**src/shared/sar_ctrl_pkg.sv**
```systemverilog
package sar_ctrl_pkg;
  localparam int RESULT_W = 12;
  localparam int SHORT_BITS = 8;
  localparam int LOW_BITS = 4;
  localparam int CLK_HZ = 50_000_000;
  // worst-case conversion plus reacquisition, in nanoseconds
  localparam int THROUGHPUT_NS = 8500;
  localparam int CLK_PERIOD_NS = 1_000_000_000 / CLK_HZ;
  // longest time rounds down
  localparam int THROUGHPUT_CYC = THROUGHPUT_NS / CLK_PERIOD_NS;
  // reacquisition window after the last bit, in nanoseconds
  localparam int ACQUIRE_NS = 1500;
  localparam int ACQUIRE_CYC = (ACQUIRE_NS + CLK_PERIOD_NS - 1) / CLK_PERIOD_NS;
  // cycles per bit step: what remains split over twelve steps, rounded down
  localparam int BIT_CYC = (THROUGHPUT_CYC - ACQUIRE_CYC) / RESULT_W;
  localparam logic [RESULT_W-1:0] RESULT_RST = 12'h000;
  localparam logic [4:0] BIT_CYC_W5 = 5'(BIT_CYC);
endpackage : sar_ctrl_pkg

```
**src/shared/sar_step_if.sv**
```systemverilog
// link between sequencer and approximation register
interface sar_step_if;
  logic start;
  logic step;
  logic short_mode;
  logic comp_hi;
  logic [sar_ctrl_pkg::RESULT_W-1:0] trial;
  logic done;
  logic [sar_ctrl_pkg::RESULT_W-1:0] result;
  modport seq (output start, output step, output short_mode, input done, input result,
    input trial);
  modport sar (input start, input step, input short_mode, input comp_hi, output trial,
    output done, output result);
endinterface : sar_step_if

```
**src/sar_adc_conversion_control.sv**
```systemverilog
// Functional notes
// - falling read/convert starts hold and conversion
// - busy high until result latched on outputs
// - data pins high-impedance during conversion
// - starts ignored while busy is high
// - reacquire after conversion, before busy falls
// - conversion plus acquisition within 8.5us
// - 8/12-bit length, word or byte reads
// - stand-alone outputs on when read high, idle
// - convert pulse blanks outputs until conversion done
// - positive pulse reads old result, then converts
// - length select latched at accepted start
// - short conversion reads low four bits zero
// - only length select is latched
// - approximate bits from msb downward
// - start on last of three conditions completing
// - outputs enabled only when all four conditions
// - word width picks all, high or low byte
module sar_adc_conversion_control (
  // clock and reset
  input wire logic clk,
  input wire logic rst_n,
  // control pins
  input wire logic chip_enable,
  input wire logic chip_select_n,
  input wire logic read_convert,
  input wire logic length_byte_select,
  input wire logic word_width_select,
  // comparator from the analog array
  input wire logic comp_hi,
  // analog switch control
  output logic hold,
  output logic [sar_ctrl_pkg::RESULT_W-1:0] trial_code,
  // status and three-state data
  output logic busy,
  output logic [sar_ctrl_pkg::RESULT_W-1:0] data_out,
  output logic [sar_ctrl_pkg::RESULT_W-1:0] data_oe
);
  import sar_ctrl_pkg::*;

  typedef enum logic [1:0] {
    ST_TRACK = 2'b00,
    ST_CONV = 2'b01,
    ST_ACQ = 2'b10
  } phase_e;

  typedef struct packed {
    logic [1:0] ce_sync;
    logic [1:0] cs_sync;
    logic [1:0] rc_sync;
    logic [1:0] ab_sync;
    logic [1:0] ww_sync;
    logic [1:0] cmp_sync;
    logic go_prev;
    phase_e phase;
    logic short_mode;
    logic [4:0] bit_cnt;
    logic [7:0] acq_cnt;
    logic [RESULT_W-1:0] result;
    logic start;
    logic step;
    logic hold;
    logic busy;
    logic [RESULT_W-1:0] dout;
    logic [RESULT_W-1:0] doe;
  } ctrl_s;

  ctrl_s st_reg;
  ctrl_s st_next;
  sar_step_if link ();

  // pick lanes for word or byte reads
  // byte reads place either byte on the low eight lanes, so one mask serves both bytes
  function automatic logic [RESULT_W-1:0] lane_mask(input logic ww);
    lane_mask = ww ? {RESULT_W{1'b1}} : 12'h0FF;
  endfunction : lane_mask

  function automatic logic [RESULT_W-1:0] lane_data(input logic ww, input logic ab,
      input logic [RESULT_W-1:0] r);
    if (ww) begin
      lane_data = r;
    end else if (ab) begin
      lane_data = {4'h0, r[LOW_BITS-1:0], 4'h0}; // low nibble then trailing zeros
    end else begin
      lane_data = {4'h0, r[RESULT_W-1:LOW_BITS]};
    end
  endfunction : lane_data

  logic ce_s;
  logic cs_n_s;
  logic rc_s;
  logic go_now;
  logic read_ok;
  assign ce_s = st_reg.ce_sync[1];
  assign cs_n_s = st_reg.cs_sync[1];
  assign rc_s = st_reg.rc_sync[1];
  // start condition, whichever input completes it last
  assign go_now = ce_s && !cs_n_s && !rc_s;
  // read window needs all four conditions at once, no latching
  assign read_ok = rc_s && !st_reg.busy && ce_s && !cs_n_s;

  assign link.start = st_reg.start;
  assign link.step = st_reg.step;
  assign link.short_mode = st_reg.short_mode;
  assign link.comp_hi = st_reg.cmp_sync[1];

  // sequencer: start, step timing, reacquire, then release busy
  always_comb begin
    st_next = st_reg;
    st_next.ce_sync = {st_reg.ce_sync[0], chip_enable};
    st_next.cs_sync = {st_reg.cs_sync[0], chip_select_n};
    st_next.rc_sync = {st_reg.rc_sync[0], read_convert};
    st_next.ab_sync = {st_reg.ab_sync[0], length_byte_select};
    st_next.ww_sync = {st_reg.ww_sync[0], word_width_select};
    st_next.cmp_sync = {st_reg.cmp_sync[0], comp_hi};
    st_next.go_prev = go_now;
    st_next.start = 1'b0;
    st_next.step = 1'b0;
    case (st_reg.phase)
      ST_TRACK: begin
        st_next.hold = 1'b0;
        // the pulse width is only as short as two synchroniser edges can see
        if (go_now && !st_reg.go_prev) begin
          st_next.phase = ST_CONV;
          st_next.short_mode = st_reg.ab_sync[1];
          st_next.hold = 1'b1;
          st_next.busy = 1'b1;
          st_next.start = 1'b1;
          st_next.bit_cnt = BIT_CYC_W5;
        end
      end
      ST_CONV: begin
        // further start edges fall through here unseen
        if (link.done) begin
          st_next.result = link.result;
          st_next.hold = 1'b0; // acquire before busy falls
          st_next.phase = ST_ACQ;
          // three cycles trimmed to cover synchroniser and done latency
          st_next.acq_cnt = 8'(ACQUIRE_CYC - 3);
        end else if (st_reg.bit_cnt == 5'd1) begin
          st_next.step = 1'b1;
          st_next.bit_cnt = BIT_CYC_W5;
        end else begin
          st_next.bit_cnt = st_reg.bit_cnt - 5'd1;
        end
      end
      ST_ACQ: begin
        // result already latched, tracking runs meanwhile
        if (st_reg.acq_cnt <= 8'd1) begin
          st_next.busy = 1'b0;
          st_next.phase = ST_TRACK;
        end else begin
          st_next.acq_cnt = st_reg.acq_cnt - 8'd1;
        end
      end
      default: begin
        st_next.phase = ST_TRACK;
        st_next.busy = 1'b0;
      end
    endcase
    // outputs blank whenever busy or read window closed
    if (read_ok && !st_next.busy) begin
      st_next.doe = lane_mask(st_reg.ww_sync[1]);
      st_next.dout = lane_data(st_reg.ww_sync[1], st_reg.ab_sync[1], st_reg.result);
    end else begin
      st_next.doe = '0;
      st_next.dout = '0;
    end
  end

  always_ff @(posedge clk or negedge rst_n) begin
    if (!rst_n) begin
      st_reg <= '0;
    end else begin
      st_reg <= st_next;
    end
  end

  sar_approx u_approx (
    .clk(clk),
    .rst_n(rst_n),
    .link(link.sar)
  );

  assign hold = st_reg.hold;
  assign busy = st_reg.busy;
  assign data_out = st_reg.dout;
  assign data_oe = st_reg.doe;
  assign trial_code = link.trial;

  a_busy_blanks: assert property (@(posedge clk) disable iff (!rst_n)
    busy |-> data_oe == '0)
    else $error("data driven while busy");
  a_start_busy: assert property (@(posedge clk) disable iff (!rst_n)
    (st_reg.phase == ST_TRACK && go_now && !st_reg.go_prev) |=> busy && hold)
    else $error("start did not raise busy");
  a_ignore_starts: assert property (@(posedge clk) disable iff (!rst_n)
    (st_reg.phase == ST_CONV && !link.done) |=> st_reg.phase == ST_CONV)
    else $error("conversion restarted");
  a_len_latched: assert property (@(posedge clk) disable iff (!rst_n)
    (st_reg.phase == ST_CONV) |=> $stable(st_reg.short_mode))
    else $error("length changed mid conversion");
  a_reacq_early: assert property (@(posedge clk) disable iff (!rst_n)
    $fell(busy) |-> $past(hold) == 1'b0)
    else $error("busy fell while holding");
  a_conv_bound: assert property (@(posedge clk) disable iff (!rst_n)
    $rose(busy) |-> ##[1:425] !busy)
    else $error("conversion too long");
  a_read_window: assert property (@(posedge clk) disable iff (!rst_n)
    (data_oe != '0) |-> $past(read_ok))
    else $error("outputs on outside read window");
  a_result_stable: assert property (@(posedge clk) disable iff (!rst_n)
    $fell(busy) |-> $stable(st_reg.result))
    else $error("result moved at busy fall");
endmodule : sar_adc_conversion_control

```
**src/sar_approx.sv**
```systemverilog
module sar_approx (
  // clock and reset
  input wire logic clk,
  input wire logic rst_n,
  // sequencer link
  sar_step_if.sar link
);
  import sar_ctrl_pkg::*;

  typedef struct packed {
    logic [RESULT_W-1:0] acc;
    logic [RESULT_W-1:0] probe;
    logic done;
  } approx_s;

  approx_s st_reg;
  approx_s st_next;

  // msb first: keep or clear the probed bit, then probe the next one down
  always_comb begin
    st_next = st_reg;
    st_next.done = 1'b0;
    if (link.start) begin
      st_next.acc = {1'b1, {(RESULT_W-1){1'b0}}};
      st_next.probe = {1'b1, {(RESULT_W-1){1'b0}}};
    end else if (link.step && st_reg.probe != '0) begin
      if (!link.comp_hi) begin
        st_next.acc = st_reg.acc & ~st_reg.probe;
      end
      st_next.probe = st_reg.probe >> 1;
      // short cycle stops after eight bits, low bits stay zero
      if (st_reg.probe[0] || (link.short_mode && st_reg.probe[LOW_BITS])) begin
        st_next.probe = '0;
        st_next.done = 1'b1;
      end else begin
        st_next.acc = (link.comp_hi ? st_reg.acc : st_reg.acc & ~st_reg.probe)
          | (st_reg.probe >> 1);
      end
    end
  end

  always_ff @(posedge clk or negedge rst_n) begin
    if (!rst_n) begin
      st_reg <= '0;
    end else begin
      st_reg <= st_next;
    end
  end

  assign link.trial = st_reg.acc;
  assign link.result = st_reg.acc;
  assign link.done = st_reg.done;

  a_short_low_zero: assert property (@(posedge clk) disable iff (!rst_n)
    (link.done && link.short_mode) |-> link.result[LOW_BITS-1:0] == '0)
    else $error("short conversion left low bits set");
endmodule : sar_approx
```
**config.mk**
```make
export PLATFORM = sky130hd
export DESIGN_NAME = sar_adc_conversion_control
export DESIGN_NICKNAME = d
export VERILOG_FILES = /design/src/shared/sar_ctrl_pkg.sv /design/src/shared/sar_step_if.sv /design/src/sar_adc_conversion_control.sv /design/src/sar_approx.sv
export SDC_FILE = /design/constraint.sdc
export NUM_CORES = 1
export LEC_CHECK = 0
export ABC_AREA = 1
export BUFFER_PORTS_ARGS = -buffer_cell sky130_fd_sc_hd__buf_2
export CAP_MARGIN = 25
export CORE_MARGIN = 10
export CORE_UTILIZATION = 50
export DETAILED_ROUTE_END_ITERATION = 8
export PLACE_DENSITY_LB_ADDON = 0.25
export SYNTH_ARGS = -nofsm -noshare
export SYNTH_HDL_FRONTEND = slang
export SYNTH_HIERARCHICAL = 1
export SYNTH_SLANG_ARGS = --single-unit
export TNS_END_PERCENT = 1
```
**constraint.sdc**
```tcl
create_clock -name clk -period 1.7 [get_ports clk]
set_clock_uncertainty 0.15 [all_clocks]
set_input_delay 0.17 -clock clk [delete_from_list [all_inputs] [get_ports clk]]
set_output_delay 0.17 -clock clk [all_outputs]
set_load 0.1 [all_outputs]
```
Word-level counts from Yosys, hierarchy flattened
Index checks and enable logic that the tools add are counted.

Add/subtract/negate cells: 2. Magnitude comparators: 1. Equal/unequal tests: 8. Muxes and demuxes: 30. Bitwise logic cells: 3. Reductions and logical operators: 26.

Operator list (number): $mux W12 (5); $mux W24 (2); $mux W25 (1); $mux W8 (3); $mux W20 (1); $pmux W8 S2 (1); $and A12 B12 Y12 (1); $not A12 Y12 (1); $or A12 B11 Y12 (1); $reduce_bool A12 Y1 (1); $mux W5 (2); $pmux W5 S2 (1); $logic_and A1 B1 Y1 (9); $reduce_and A3 Y1 (3); $le A8 B1 Y1 const B (1); $mux W1 (8); $ne A2 B2 Y1 const B (4); $sub A8 B1 Y8 const B (1); $mux W2 (3); $pmux W2 S3 (1); $reduce_and A2 Y1 (3); $reduce_bool A2 Y1 (3); $eq A5 B1 Y1 const B (1); $logic_not A1 Y1 (5); other kinds (8) (8).

Flip-flop bits (word level): 94. Logic and storage cells: 91.

Logic depth before layout (Yosys ltp)
Word-level depth: 9. Depth in mapped cells: 9. Depth with buffers taken out: 9.

By module
The synthesis kept the hierarchy.

By module, submodules not included: sar_adc_conversion_control (times used 1, cells an instance 270, area each 2570.0 um2); sar_approx (times used 1, cells an instance 157, area each 1317.5 um2).

Least setup slack after synthesis
Ideal clock, no wire load.

Path kind: reg-to-reg. Start point: register st_reg, in the netlist busy. End point: register st_reg, in the netlist data_out[10]. Setup time: 121 ps. Arrival time: 1461 ps. Path slack: -32 ps. Stages on the path, launching flop included: 6. Path buffers: 0. Clock period less this slack: 1732 ps. Path through: dfrtp_1 > nor2_1 > nand2_1 > inv_2 > nand2_1 > nor2_1.

RTL lines: start, declared (line sar_adc_conversion_control.sv:68) `ctrl_s st_reg;`; start signal, assigned (line sar_adc_conversion_control.sv:175) `st_reg <= st_next;`.

Final worst setup path
Start point: register u_approx.st_reg, in the netlist u_approx/link.result[10]. End point: output port trial_code[10] in the netlist's numbering.

RTL lines: start, declared (line sar_approx.sv:16) `approx_s st_reg;`; start signal, assigned (line sar_approx.sv:46) `st_reg <= st_next;`; end, declared (line sar_adc_conversion_control.sv:33) `output logic [sar_ctrl_pkg::RESULT_W-1:0] trial_code,`.

No word-level cell between the ends.

==> flow_summary.ini <==
[pwr]
switchingPower_w = 0.00161
pwr-share-clk_pct = 30.7
p_leak_nw = 2.30
p_int_w = 0.00317
combPwrFrac_pct = 21.6
p_per_area_mw_per_mm2 = 1130
ir_drop_v = 0.000562
seq_power_share_pct = 47.6
switching_share_pct = 33.7

[die]
core_mm2 = 0.00765
rows = 32
die_y_um = 108
initial_utilization_pct = 50.8
boundaryPins = 46
dieArea_mm2 = 0.0117
die_x_um = 108

[logic_synthesis]
yosysTopAreaCellShare_pct = 54.1
synthCells = 427
ys_top_cells_by_area = dfrtp_1, buf_4, nand2_1
syn-num-nets = 439
synth_top_cell_by_area = dfrtp_1
ys_ff_latch = 84
avgSynthCellArea_um2 = 9.10
ys_types = 27
seq_area_frac_synth_pct = 54.1
synth_area_mm2 = 0.00389
yosysWarnings = 6

[placement]
gp_congestion = 0.828
port_buffers = 45
place_inst = 526
dpl.hpwl_mm = 5.28

[timing]
hold_viol = 0
fin_crit_ns = 1.58
holdWs_ns = 0.128
setup_violations = 0
drv_slew = 0
relSlewSlack_pct = 67.2
max_clock_freq_mhz = 634
period_share_pct = 92.7
tightest_slew_ns = 0.495

[global_routing]
track_usage_pct = 13.1
grt_pass1_vias = 2632
grt_max_degree = 38
use_met2_pct = 21.3
grt_remaining_overflow = 0
grt_pass1_wl_mm = 12.3
met1_usage_pct = 16.0
met3_usage_pct = 3.99
antenna_found_initial = 0
grt.busiest_layer = met2

[critical_path]
cp_cell_sequence = buf_2
crit_family = buffers and inverters
arrival_ns = 1.26
max_stage_delay_ns = 0.46
start_kind = register
end_kind = primary output
cp_data_required_time_ns = 1.38
crit_path_top_delay_cell = buf_2
worstPathMaxFanout = 3
path_buf_inv = 1
path_class = reg2out

[cts]
clock_sinks = 84
cts_buffers = 9
cts-root-buf = clkbuf_8
clock_path_buffers = 2
clk_pin_slew_ns = 0.09
cts_tree = yes
clock_latency_ns = 0.35
h-tree-depth = 3

[run]
cap_violations = 0

[layout]
layout_common_cells = dfrtp_1, nand2_1, nor2_1
layout_commonest_cell = dfrtp_1
area_growth_pct = 8.82
stdcell_count = 550
antennaDiodeCount = 0
largest_reg_flops = 30
nets = 455
drive_above_1_share_pct = 20.3

[routing]
dr.pass1.iters = 4
wirelength_mm = 7.28
drt-initial-drc-count = 72
drt-vias-per-instance = 4.93
wire_per_inst_um = 13.2
drtAntennaViolNets = 0
dr_total_vias = 2710
post-route-drc-count = 0

[min_path]
min_path_type = in2async

[run_status]
status = complete, no violations
logic make-up (layout without fill, tap and decap cells):
| logic type | count (synthesis) | count (layout) | share of synthesized area, % |
|---|---|---|---|
| adders and majority gates | 4 | 4 | 1.29 |
| xor gates and xnor gates | 3 | 3 | 0.676 |
| AOI/OAI and AO/OA | 32 | 32 | 4.22 |
| buffers and inverters | 108 | 129 | 15.5 |
| and+or+nand+nor | 184 | 184 | 20.9 |
| DFF | 84 | 84 | 54.1 |
| muxes | 12 | 12 | 3.35 |
final cells by class:
class	instances	area, um2
clock inverters	6	70.1
well taps	102	128
fillers	679	3420
repair buffers	64	417
clock buffers	10	138
flip-flops and latches	84	2100
multi-input cells	235	1190
inverters	49	184
path summary, 6_finish.rpt:
check,startpoint,to,slack (ns),cells past startpoint
min in group clk,st_next[62]$_DFF_PN0_,st_reg[62]$_DFF_PN0_,0.20,0
max reg2reg,st_reg[55]$_DFFE_PN0P_,st_reg[36]$_DFFE_PN0P_,0.12,7
min,rst_n,u_approx/st_reg[2]$_DFFE_PN0P_,0.13,2
max in group asynchronous,rst_n,u_approx/link.result[4]$_DFFE_PN0P_,0.68,3
min reg2reg,st_next[62]$_DFF_PN0_,st_reg[62]$_DFF_PN0_,0.20,0
max,u_approx/link.result[10]$_DFFE_PN0P_,trial_code[10],0.12,1
metrics by stage:
stage	TNS [ns]	util [%]	instance area, um2	total power (W)	worst slack, ns
finish	0	55.3	4230	0.00478	0.124
global route	-0.000316	55.3	4230	0.00506	-0.000316
CTS	0	55.0	4210	0.00483	0.0401
detailed placement	0	51.4	3930	0.00334	0.0516
global placement	0	51.4	3930	0.00332	0.0956
floorplan	0	-	3890	0.00315	0.107
Yosys cell counts:
library cell  count
a21oi_1           9
buf_2             3
buf_4            50
buf_6             1
clkbuf_1          5
clkinv_1          1
dfrtp_1          84
ha_1              4
inv_1            42
inv_2             6
mux2_1            8
mux2i_1           4
nand2_1          70
nand2_2           2
nand2_4           2
nand3_1          36
nand3b_1          2
nand4_1          16
nor2_1           52
nor2_2            1
nor3_1            2
o21ai_0           5
o21ai_1          16
o21bai_1          1
o22ai_1           1
or2_2             1
xor2_1            3
power groups by stage:
stage                     Clock (W)  Sequential [W]  Combinational (W)
after floorplan                   0         0.00235           0.000797
after global placement            0         0.00231            0.00101
after detailed placement          0         0.00232            0.00103
after CTS                   0.00151         0.00228            0.00104
after global routing        0.00161         0.00230            0.00115
final                       0.00147         0.00228            0.00103
repair_timing:
action / 4_1_cts / 5_1_grt
hold buffers: 7 / 0
buffers inserted: 0 / 1
setup endpoints to repair: 0 / 8
hold endpoints to repair: 90 / 0
resized for setup: 0 / 6
routing by layer:
layer  part of all wire, %  up-vias
met4                   1.5        0
li1                      -     1342
met5                     0        -
met2                    48       57
met1                    45     1302
met3                   5.9        9
Power figures use the tool's default switching activity.
